## config.mk

```make
export PLATFORM = sky130hd
export DESIGN_NAME = ups_status_indicator
export DESIGN_NICKNAME = d
export VERILOG_FILES = /design/src/ups_status_pkg.sv /design/src/ups_tick_divider.sv /design/src/ups_status_indicator.sv
export SDC_FILE = /design/constraint.sdc
export NUM_CORES = 1
export LEC_CHECK = 0
export BUFFER_PORTS_ARGS = -buffer_cell sky130_fd_sc_hd__buf_2
export CAP_MARGIN = 15
export CORE_MARGIN = 2
export CORE_UTILIZATION = 40
export CTS_CLUSTER_DIAMETER = 100
export DETAILED_ROUTE_END_ITERATION = 10
export SLEW_MARGIN = 25
export SYNTH_ARGS = -nofsm -noshare
export SYNTH_HDL_FRONTEND = slang
export SYNTH_SLANG_ARGS = --single-unit
```

## constraint.sdc

```tcl
create_clock -name i_ref_clk -period 14.35 [get_ports i_ref_clk]
set_clock_uncertainty 0.2 [all_clocks]
set_input_delay 2.87 -clock i_ref_clk [delete_from_list [all_inputs] [get_ports i_ref_clk]]
set_output_delay 2.87 -clock i_ref_clk [all_outputs]
set_load 0.02 [all_outputs]
```

## src/ups_status_pkg.sv

```systemverilog
package ups_status_pkg;

  // ==========================================================
  // Clock and time base
  localparam int CLK_HZ      = 25_000_000;
  localparam int TICK_US     = 1000;
  localparam int TICK_CYCLES = CLK_HZ / 1_000_000 * TICK_US;

  // ==========================================================
  // Times in milliseconds (counted in ticks), overload limits in seconds
  localparam int SHORT_OFF_MS = 4000;
  localparam int OFF_TOTAL_MS = 10000;
  localparam int OFF_FINAL_MS = 1000;
  localparam int BUF_MAX_MS   = 30000;
  localparam int BUF_HOT_MS   = 10000;
  localparam int MEAS_MS      = 1000;
  localparam int FLASH_MS     = 1000;
  localparam int SLOW_HALF_MS = 500;
  localparam int FAST_HALF_MS = 125;
  localparam int PRESS_MS     = 1000;
  localparam int OVL_EXT_S    = 10;
  localparam int OVL_BAT_S    = 1;

  // ==========================================================
  // Power and charge thresholds
  localparam int MAX_W        = 50;
  localparam int LOAD_YEL_PCT = 80;
  localparam int LOAD_RED_PCT = 95;
  localparam int SEG_PCT      = 25;
  localparam int LOW_PCT      = 10;
  localparam int SEGS         = 4;

  // ==========================================================
  // Register map (word addresses as byte offsets)
  localparam int         ADDR_W     = 4;
  localparam logic [3:0] REG_CTRL   = 4'h0;
  localparam logic [3:0] REG_STATUS = 4'h4;
  localparam logic [3:0] REG_MEAS   = 4'h8;
  localparam int         CTRL_OFF_BIT = 0;
  localparam int         CTRL_ON_BIT  = 1;

  // ==========================================================
  // Types
  typedef enum logic [2:0] {
    LED_OFF    = 3'h0,
    LED_GREEN  = 3'h1,
    LED_YELLOW = 3'h2,
    LED_RED    = 3'h3,
    LED_BLUE   = 3'h4
  } led_t;

  typedef enum logic [2:0] {
    ST_OFF     = 3'h0,
    ST_ON      = 3'h1,
    ST_STOP    = 3'h2,
    ST_FINAL   = 3'h3,
    ST_BLOCKED = 3'h4
  } pwr_state_t;

  typedef struct packed {
    logic       ext_ok;
    logic       on_battery;
    logic       fault;
    logic       off_blocked;
    logic       short_trip;
    logic       charging;
    logic       temp_hot;
    logic       temp_cold;
    logic       base_attached;
    logic       meas_running;
    logic       store_done;
    logic [7:0] power_w;
    logic [7:0] derate_w;
    logic [6:0] charge_pct;
  } cond_t;

  typedef struct packed {
    led_t             power;
    led_t             load;
    led_t [SEGS-1:0]  gauge;
  } leds_t;

endpackage

```

## src/ups_tick_divider.sv

```systemverilog
`timescale 1ns/10ps
module ups_tick_divider
  import ups_status_pkg::*;
#(
  parameter int DIV = TICK_CYCLES
) (
  // Clock and reset
  input  wire logic i_ref_clk,
  input  wire logic i_reset,
  // Tick out
  output logic      o_tick
);

  localparam int CW = (DIV > 1) ? $clog2(DIV) : 1;
  localparam logic [CW-1:0] LAST = CW'(DIV - 1);

  // ==========================================================
  // Elaboration check
  if (DIV < 1) begin : g_div_check
    $error("DIV must be at least 1");
  end

  typedef struct packed {
    logic [CW-1:0] cnt;
    logic          tick;
  } div_state_t;

  div_state_t st_reg;
  div_state_t st_next;

  // Wrap counter, one-cycle pulse on wrap
  always_comb begin
    st_next      = st_reg;
    st_next.tick = (st_reg.cnt == LAST);
    st_next.cnt  = (st_reg.cnt == LAST) ? '0 : st_reg.cnt + 1'b1;
  end

  always_ff @(posedge i_ref_clk or posedge i_reset) begin
    if (i_reset) begin
      st_reg <= '0;
    end else begin
      st_reg <= st_next;
    end
  end

  assign o_tick = st_reg.tick;

endmodule

```

## src/ups_status_indicator.sv

```systemverilog
`timescale 1ns/10ps
// Behaviour
// - Power LED green on external supply
// - Power LED yellow on battery
// - Fault or blocked off: red, others dark (a fault while off leaves the power LED dark too)
// - Load green below 80 percent
// - Load yellow from 80 to 95 percent
// - Load steady red above 95 percent
// - Short: output off 4 s, red flash
// - Over derated limit: red/blue alternate flash
// - One gauge segment per 25 percent
// - Charging: rightmost lit segment flashes green
// - Below 10 percent: left segment fast flash
// - Too hot: no charge, 10 s buffer
// - Too cold: no charge, cold indication
// - Internal fault: all gauge segments dark
// - Module button switches base unit
// - Off: stop measurement, store, within 10 s
// - Latched off completes without held button
// - No measurement: off after 1 s
// - Overload over 50 W: shutdown 10 s / 1 s
// - Buffer limited to 30 s, then shutdown
module ups_status_indicator
  import ups_status_pkg::*;
#(
  parameter int TICK_DIV = TICK_CYCLES
) (
  // Clock and reset
  input  wire logic              i_ref_clk,
  input  wire logic              i_reset,
  // Measured conditions and button
  input  wire cond_t             i_cond,
  input  wire logic              i_button,
  // Avalon-MM slave
  input  wire logic [ADDR_W-1:0] i_avs_address,
  input  wire logic              i_avs_read,
  input  wire logic              i_avs_write,
  input  wire logic [31:0]       i_avs_writedata,
  output logic [31:0]            o_avs_readdata,
  output logic                   o_avs_waitrequest,
  // Indicators
  output leds_t                  o_leds,
  // Power path and base unit control
  output logic                   o_output_en,
  output logic                   o_charge_en,
  output logic                   o_base_run,
  output logic                   o_meas_stop,
  output logic                   o_hold_on
);

  // ==========================================================
  // Scaled thresholds
  localparam logic [15:0] YEL_LIM = 16'(MAX_W * LOAD_YEL_PCT);
  localparam logic [15:0] RED_LIM = 16'(MAX_W * LOAD_RED_PCT);
  localparam logic [14:0] STOP_MAX = 15'(OFF_TOTAL_MS - OFF_FINAL_MS);

  typedef struct packed {
    pwr_state_t  pst;
    logic [14:0] st_ms;
    logic [12:0] short_ms;
    logic [14:0] buf_ms;
    logic [9:0]  phase_ms;
    logic [9:0]  meas_ms;
    logic [9:0]  press_ms;
    logic        press_done;
    logic [7:0]  power_w;
    logic [3:0]  ovl_s;
    logic        ack;
    logic [31:0] rdata;
    leds_t       leds;
    logic        out_en;
  } state_t;

  state_t st_reg;
  state_t st_next;
  logic   tick;

  // ==========================================================
  // Millisecond time base
  ups_tick_divider #(
    .DIV (TICK_DIV)
  ) u_tick (
    .i_ref_clk (i_ref_clk),
    .i_reset   (i_reset),
    .o_tick    (tick)
  );

  // Output power scaled to percent of maximum times MAX_W
  function automatic logic [15:0] pct_scaled(input logic [7:0] w);
    pct_scaled = 16'(w) * 16'h64;
  endfunction

  // Segment i lit when charge is above i quarters
  function automatic logic seg_lit(input logic [6:0] pct, input int i);
    seg_lit = (8'(pct) > 8'(i * SEG_PCT));
  endfunction

  // ==========================================================
  // Next-state logic
  always_comb begin
    logic        slow_on;
    logic        fast_on;
    logic        req_on;
    logic        req_off;
    logic        buf_lim;
    logic        derate;
    logic        lit;
    logic        wr_ok;
    logic [3:0]  ovl_lim;
    logic [2:0]  top_seg;
    slow_on = 1'b0;
    fast_on = 1'b0;
    req_on  = 1'b0;
    req_off = 1'b0;
    buf_lim = 1'b0;
    derate  = 1'b0;
    lit     = 1'b0;
    wr_ok   = 1'b0;
    ovl_lim = 4'(OVL_EXT_S);
    top_seg = '0;
    st_next = st_reg;

    // Bus: one wait cycle, then answer; write lands on the answering edge
    st_next.ack = (i_avs_read | i_avs_write) & ~st_reg.ack;
    wr_ok       = i_avs_write & st_reg.ack & (i_avs_address == REG_CTRL);
    if (!st_reg.ack) begin
      unique case (i_avs_address)
        REG_CTRL:   st_next.rdata = '0;
        REG_STATUS: st_next.rdata = {13'h0, st_reg.pst, st_reg.ovl_s, st_reg.out_en,
                                     i_cond.fault, i_cond.on_battery, i_cond.ext_ok,
                                     st_reg.buf_ms[14:7]};
        REG_MEAS:   st_next.rdata = {9'h0, i_cond.charge_pct, 8'h0, st_reg.power_w};
        default:    st_next.rdata = '0;
      endcase
    end

    // Flash phase, 1 s period
    if (tick) begin
      st_next.phase_ms = (st_reg.phase_ms == 10'(FLASH_MS - 1)) ? '0 : st_reg.phase_ms + 1'b1;
    end
    slow_on = (st_reg.phase_ms < 10'(SLOW_HALF_MS));
    fast_on = (st_reg.phase_ms[7:0] < 8'(FAST_HALF_MS)) ^ st_reg.phase_ms[8];

    // Button held about 1 s gives one request; release rearms
    if (!i_button) begin
      st_next.press_ms   = '0;
      st_next.press_done = 1'b0;
    end else if (tick && !st_reg.press_done) begin
      st_next.press_ms = st_reg.press_ms + 1'b1;
      if (st_reg.press_ms == 10'(PRESS_MS - 1)) begin
        st_next.press_done = 1'b1;
      end
    end
    req_on  = (tick && i_button && !st_reg.press_done && st_reg.press_ms == 10'(PRESS_MS - 1))
              || (wr_ok && i_avs_writedata[CTRL_ON_BIT]);
    req_off = req_on || (wr_ok && i_avs_writedata[CTRL_OFF_BIT]);

    // Output power sampled once per second, overload seconds counted
    if (tick) begin
      st_next.meas_ms = (st_reg.meas_ms == 10'(MEAS_MS - 1)) ? '0 : st_reg.meas_ms + 1'b1;
    end
    ovl_lim = i_cond.on_battery ? 4'(OVL_BAT_S) : 4'(OVL_EXT_S);
    if (st_reg.pst != ST_ON) begin
      st_next.ovl_s = '0;
    end else if (tick && st_reg.meas_ms == 10'(MEAS_MS - 1)) begin
      st_next.power_w = i_cond.power_w;
      if (i_cond.power_w > 8'(MAX_W)) begin
        st_next.ovl_s = (st_reg.ovl_s == ovl_lim) ? st_reg.ovl_s : st_reg.ovl_s + 1'b1;
      end else begin
        st_next.ovl_s = '0;
      end
    end

    // Buffer time, shortened when the battery is hot
    if (!i_cond.on_battery || st_reg.pst != ST_ON) begin
      st_next.buf_ms = '0;
    end else if (tick) begin
      st_next.buf_ms = st_reg.buf_ms + 1'b1;
    end
    buf_lim = i_cond.temp_hot ? (st_reg.buf_ms >= 15'(BUF_HOT_MS))
                              : (st_reg.buf_ms >= 15'(BUF_MAX_MS));

    // Short-circuit lockout of the output
    if (st_reg.short_ms != '0) begin
      if (tick) begin
        st_next.short_ms = st_reg.short_ms - 1'b1;
      end
    end else if (i_cond.short_trip && st_reg.pst == ST_ON) begin
      st_next.short_ms = 13'(SHORT_OFF_MS);
    end

    // Power sequencing
    if (tick && st_reg.st_ms != 15'h7fff) begin
      st_next.st_ms = st_reg.st_ms + 1'b1;
    end
    unique case (st_reg.pst)
      ST_OFF: begin
        if (req_on && i_cond.ext_ok) begin
          st_next.pst   = ST_ON;
          st_next.st_ms = '0;
        end
      end
      ST_ON: begin
        if (req_off || buf_lim || (st_reg.ovl_s == ovl_lim && ovl_lim != '0)
            || (i_cond.on_battery && i_cond.charge_pct == '0)) begin
          st_next.pst   = i_cond.meas_running ? ST_STOP : ST_FINAL;
          st_next.st_ms = '0;
        end
      end
      ST_STOP: begin
        if (i_cond.store_done || st_reg.st_ms >= STOP_MAX) begin
          st_next.pst   = ST_FINAL;
          st_next.st_ms = '0;
        end
      end
      ST_FINAL: begin
        if (st_reg.st_ms >= 15'(OFF_FINAL_MS)) begin
          st_next.pst = i_cond.off_blocked ? ST_BLOCKED : ST_OFF;
        end
      end
      ST_BLOCKED: begin
        if (!i_cond.off_blocked) begin
          st_next.pst = ST_OFF;
        end
      end
      default: st_next.pst = ST_OFF;
    endcase
    st_next.out_en = (st_next.pst != ST_OFF) && (st_next.pst != ST_BLOCKED)
                     && (st_next.short_ms == '0);

    // Power LED
    derate = (st_reg.power_w > i_cond.derate_w);
    if (st_reg.pst == ST_OFF) begin
      st_next.leds.power = LED_OFF;
    end else if (i_cond.fault || st_reg.pst == ST_BLOCKED) begin
      st_next.leds.power = LED_RED;
    end else if (i_cond.on_battery) begin
      st_next.leds.power = LED_YELLOW;
    end else if (i_cond.ext_ok) begin
      st_next.leds.power = LED_GREEN;
    end else begin
      st_next.leds.power = LED_OFF;
    end

    // Load LED, fault first, then short, derate, thresholds
    if (st_reg.pst == ST_OFF || st_reg.pst == ST_BLOCKED || i_cond.fault) begin
      st_next.leds.load = LED_OFF;
    end else if (st_reg.short_ms != '0) begin
      st_next.leds.load = slow_on ? LED_RED : LED_OFF;
    end else if (derate) begin
      st_next.leds.load = slow_on ? LED_RED : LED_BLUE;
    end else if (pct_scaled(st_reg.power_w) > RED_LIM) begin
      st_next.leds.load = LED_RED;
    end else if (pct_scaled(st_reg.power_w) >= YEL_LIM) begin
      st_next.leds.load = LED_YELLOW;
    end else begin
      st_next.leds.load = LED_GREEN;
    end

    // Gauge: temperature colours replace green, fault darkens it
    top_seg = '0;
    for (int i = 0; i < SEGS; i++) begin
      if (seg_lit(i_cond.charge_pct, i)) begin
        top_seg = 3'(i + 1);
      end
    end
    for (int i = 0; i < SEGS; i++) begin
      lit = seg_lit(i_cond.charge_pct, i);
      if (st_reg.pst == ST_OFF || st_reg.pst == ST_BLOCKED || i_cond.fault) begin
        st_next.leds.gauge[i] = LED_OFF;
      end else if (i_cond.charge_pct < 7'(LOW_PCT)) begin
        st_next.leds.gauge[i] = (i == 0 && fast_on) ? LED_RED : LED_OFF;
      end else if (!lit) begin
        st_next.leds.gauge[i] = LED_OFF;
      end else if (i_cond.temp_hot) begin
        st_next.leds.gauge[i] = LED_RED;
      end else if (i_cond.temp_cold) begin
        st_next.leds.gauge[i] = LED_BLUE;
      end else if (i_cond.charging && 3'(i + 1) == top_seg) begin
        st_next.leds.gauge[i] = slow_on ? LED_GREEN : LED_OFF;
      end else begin
        st_next.leds.gauge[i] = LED_GREEN;
      end
    end
  end

  // ==========================================================
  // State register
  always_ff @(posedge i_ref_clk or posedge i_reset) begin
    if (i_reset) begin
      st_reg <= '0;
    end else begin
      st_reg <= st_next;
    end
  end

  // Outputs; charge enable is a gate, held off when too hot or cold
  assign o_avs_waitrequest = (i_avs_read | i_avs_write) & ~st_reg.ack;
  assign o_avs_readdata    = st_reg.rdata;
  assign o_leds            = st_reg.leds;
  assign o_output_en       = st_reg.out_en;
  assign o_charge_en       = ~(i_cond.temp_hot | i_cond.temp_cold | i_cond.fault);
  assign o_base_run        = (st_reg.pst == ST_ON) || (st_reg.pst == ST_STOP);
  assign o_meas_stop       = (st_reg.pst == ST_STOP);
  assign o_hold_on         = (st_reg.pst != ST_OFF);
endmodule

```

After elaboration in Yosys (flattened, before gate mapping)
Index checks and enable logic that the tools add are counted.
{ "word_totals": {"inputBits": 75, "register_bits": 157, "elab_cells": 189, "out_inout_bits": 56} }
{ "classes": {"eq_ne": 21, "order_cmp": 15, "muxes": 69, "n_bitwise": 10, "n_addsub": 8, "n_mul": 1, "reduce_logical": 44} }
{ "op_table": {"columns": ["cell", "n"], "rows": [
  ["$mux W3", 30],
  ["$mux W15", 4],
  ["$mux W18", 3],
  ["$pmux W23 S2", 1],
  ["$add A15 B1 Y15 const B", 3],
  ["$pmux W15 S3", 1],
  ["$mux W13", 3],
  ["$add A10 B1 Y10 const B", 3],
  ["$eq A10 B10 Y1 const B", 3],
  ["$ge A15 B14 Y1 const B", 2],
  ["$mux W11", 2],
  ["$mux W10", 2],
  ["$mux W4", 5],
  ["$logic_and A1 B1 Y1", 18],
  ["$eq A15 B15 Y1 const B", 1],
  ["$ge A15 B10 Y1 const B", 1],
  ["$ge A15 B12 Y1 const B", 1],
  ["$ge A15 B15 Y1 const B", 1],
  ["$gt A15 B13 Y1 const B", 1],
  ["$ne A15 B15 Y1 const B", 1],
  ["$pmux W3 S5", 1],
  ["$mux W2", 7],
  ["$logic_not A13 Y1", 1],
  ["$mul A8 B5 Y13 const B", 1],
  ["other kinds (38)", 72]
]} }

Logic depth before layout (Yosys ltp)
{ "depth": {"depth_word": 13, "depth_mapped": 12, "mapped_depth_nobuf": 12} }

By module
A second synthesis with hierarchy kept.
{ "hier_totals": {"cells_unflattened": 897, "area_unflattened_um2": 8531.9} }
{ "by_module_without_submodules": {"columns": ["mod", "seq_area_each_um2", "instances", "cells_each", "area_per_inst_um2"], "rows": [
  ["ups_status_indicator", 3278.1, 1, 831, 7797.5],
  ["ups_tick_divider", 400.4, 1, 66, 734.5]
]} }

Worst setup path after synthesis
OpenSTA, ideal clock, no wires.
{ "synth_path": {"path_type": "input-to-output", "startpoint": "in i_cond[27] in the netlist's numbering", "endpoint": "out o_charge_en", "arrival_time_ps": 3367, "n_path_buf": 0, "t_required_ps": 11280, "cell_stages": 1, "slack_ps": 7913, "path_cell_list": "nor3_1"} }
{ "synth_via": {"elab_chain_len": 3} }
{ "synth_lines": {"columns": ["element", "line", "source"], "rows": [
  ["from (decl)", "ups_status_indicator.sv:32", "input wire cond_t i_cond,"],
  ["$or A1 B1 Y1 (2 in series)", "ups_status_indicator.sv:302", "assign o_charge_en = ~(i_cond.temp_hot | i_cond.temp_cold | i_cond.fault);"],
  ["$not A1 Y1", "ups_status_indicator.sv:302", null],
  ["to (decl)", "ups_status_indicator.sv:45", "output logic o_charge_en,"]
]} }
Every way passes these cells.

Final worst setup path
Ends and elaborated chain as after synthesis.

==> results.yml <==
detailed_routing:
  via_count: 6438
  drcViolationCount: 0
  wl_per_cell_um: 14.1
  wl_um: 17700
  routed_via_density: 5.13
  drt_iter0_drc: 337
  ant_nets: 0
  dr.pass1.iters: 4
sta:
  worstMarginPinSlew_ns: 0.810
  fmax_mhz: 155
  fin_crit_ns: 6.46
  worst_slack_ns: 7.89
  rsz0062_at_grt: "no"
  fin_setup_tns_ns: 0
  hold_viol_final: 0
  slew_viol_final: 0
  finalCritPeriodShare: 0.450
  hold-worst-slack_ns: 0.260
  setup_violations: 0
  relSlewSlack: 0.460
synth:
  ys_types: 73
  yosysTopAreaCellShare: 0.431
  syn_area_um2: 8540
  yosysSeqAreaShare: 0.431
  ys.flop_type: "dfrtp_1"
  ys_ff_latch: 147
  syn_inst: 915
  yosysWarnings: 0
  ys_async_sr_fraction: 1.00
  synth_edf_count: 0
  ys_top_cells_by_area: "dfrtp_1 (43%), ha_1 (7.2%), nand2_1 (4.4%), buf_4 (4.4%), nor2_1 (4.0%)"
  synth.avg_cell_area_um2: 9.33
  yosysTopAreaCell: "dfrtp_1"
global_routing:
  antenna_found_initial: 0
  grt_overflow: 0
  grt_use_total: 0.164
  grt_max_degree: 86
  grt_pass1_vias: 6038
  grt_pass1_wl_um: 29600
worst_setup_path:
  critPathMaxFanout: 6
  crit_type: "in -> out"
  crit_arrival_ns: 3.39
  r2r_start: "st_reg[59]$_DFFE_PP0P_"
  reg2reg_to: "o_leds[12]$_DFF_PP0_"
  worst-r2r-cell-count: 12
  cp-start-kind: "input pin"
  worstPathRequired_ns: 11.28
  reg2reg_slack_ns: 10.63
  critPathCaptureType: "output pin"
min_path:
  holdCritPathClass: "reg -> reg"
  holdPathEnd: "u_tick.st_reg[1]$_DFF_PP0_"
  hp-start: "u_tick.st_reg[1]$_DFF_PP0_"
  hold_depth: 1
floorplan:
  die_area_um2: 22500
  die_y_um: 150
  io_pins: 131
  die_x_um: 150
  rows: 53
  coreArea_um2: 21000
  start_util: 0.407
finish:
  diodes: 0
  n_fill_cell: 2045
  final_cell_mix: "dfrtp_1 (147), nand2_1 (101), nor2_1 (91)"
  fin_nets: 1093
  seq_area_um2: 3680
  area_growth_pct: 11.5
  layout-drive-gt1-share: 0.155
  largest_register_ffs: 90
  multiInputGateArea_um2: 4270
  layout_commonest_cell: "dfrtp_1"
run:
  maxCapViolCount: 0
placement:
  portBuffers: 89
  gp_congestion: 0.798
  place_worst_setup_slack_ns: 7.87
  dpl.hpwl_um: 12900
clock_network:
  postCtsSetupBuffers: 0
  clock-sinks: 147
  cts_buffers: 17
  worstSkewPairLatency_ns: 0.42
  ctsLongestPathBuffers: 2
  cts_resized: 0
  h-tree-depth: 4
  cts_tree: "built"
  cts-root-buf: "clkbuf_16"
  cts_hold_buffers: 0
  cts.reportedPaths.clkPinSlew_ns: 0.06
power_and_ir_drop:
  p_total_uw: 1000
  p_leak_uw: 0.00453
  p_per_area_nw_per_um2: 105
  vdd_ir_drop_max_v: 0.0000551
outcome:
  status: "finished clean"
[critical path, stage by stage]
cell    delay (ns)
buf_2         0.15
nor3_1        0.18
buf_2         0.19
[through the flow]
stage,std cells,instance area [µm²],utilization
global placement,1222,8940,0.427
detailed placement,1222,8940,0.427
finish,1254,9520,0.454
global route,1254,9520,0.454
CTS,1254,9520,0.454
floorplan,924,8570,-
[how the worst max path moves through the flow]
stage	from	end	depth (start not counted)
floorplan	i_reset	o_avs_readdata[0]$_DFFE_PP0N_	1
global placement	i_cond[27]	o_charge_en	3
detailed placement	i_cond[27]	o_charge_en	3
CTS	i_cond[27]	o_charge_en	3
global route	i_cond[27]	o_charge_en	3
finish	i_cond[27]	o_charge_en	3
[synth_stat cells (3+ instances only)]
library cell and count:
a211o_1 4, a21boi_0 4, a21o_1 7, a21oi_1 28, a22oi_1 11, a31oi_1 7, and2_1 13, and3_1 9
buf_2 6, buf_4 50, clkbuf_1 14, dfrtp_1 147, fa_1 3, ha_1 49, inv_1 43, mux2_2 4
mux2i_1 5, nand2_1 101, nand2b_1 7, nand3_1 35, nand4_1 25, nor2_1 91, nor2b_1 6, nor3_1 29
nor3b_1 8, nor4_1 5, nor4_2 3, o2111ai_1 3, o211ai_1 5, o21ai_0 57, o21bai_1 3, o22ai_1 3
or2_2 3, or3_1 12, xnor2_1 32, xor2_1 34
[power breakdown]
part           switching [µW]  leakage [µW]  internal, µW  total (µW)
clock network             189      0.000274           243         433
registers                11.3       0.00199           429         440
logic                    90.5       0.00226          36.7         127
total                     291       0.00453           709        1000
[area by class of cell]
class                           instances  share of cell area
Clock buffer                           17              0.0447
Clock inverter                         15              0.0155
Inverter                               43              0.0175
Multi-Input combinational cell        663               0.449
Sequential cell                       147               0.387
Tap cell                              275              0.0362
Timing Repair Buffer                   94              0.0507
[metal layers]
layer	global-route usage	part of all wire	up-vias
met3	0.0358	0.042	15
met5	0	0	-
met4	0.0472	0.010	0
li1	-	-	3245
met1	0.221	0.48	3044
met2	0.268	0.47	134
[logic make-up (layout without fill, tap and decap cells)]
kind of cell | count (synthesis) | count (layout) | share of synthesized area
AND/OR/NAND/NOR | 372 | 372 | 0.223
AO/OA/AOI/OAI | 154 | 154 | 0.115
flip-flops | 147 | 147 | 0.431
buffers and inverters | 114 | 169 | 0.0739
XOR/XNOR | 66 | 66 | 0.0677
adder cells (fa/ha/maj) | 52 | 52 | 0.0788
multiplexers | 9 | 9 | 0.0111
other | 1 | 10 | 0.000439
Note: power is estimated with default switching activity, not from simulation.
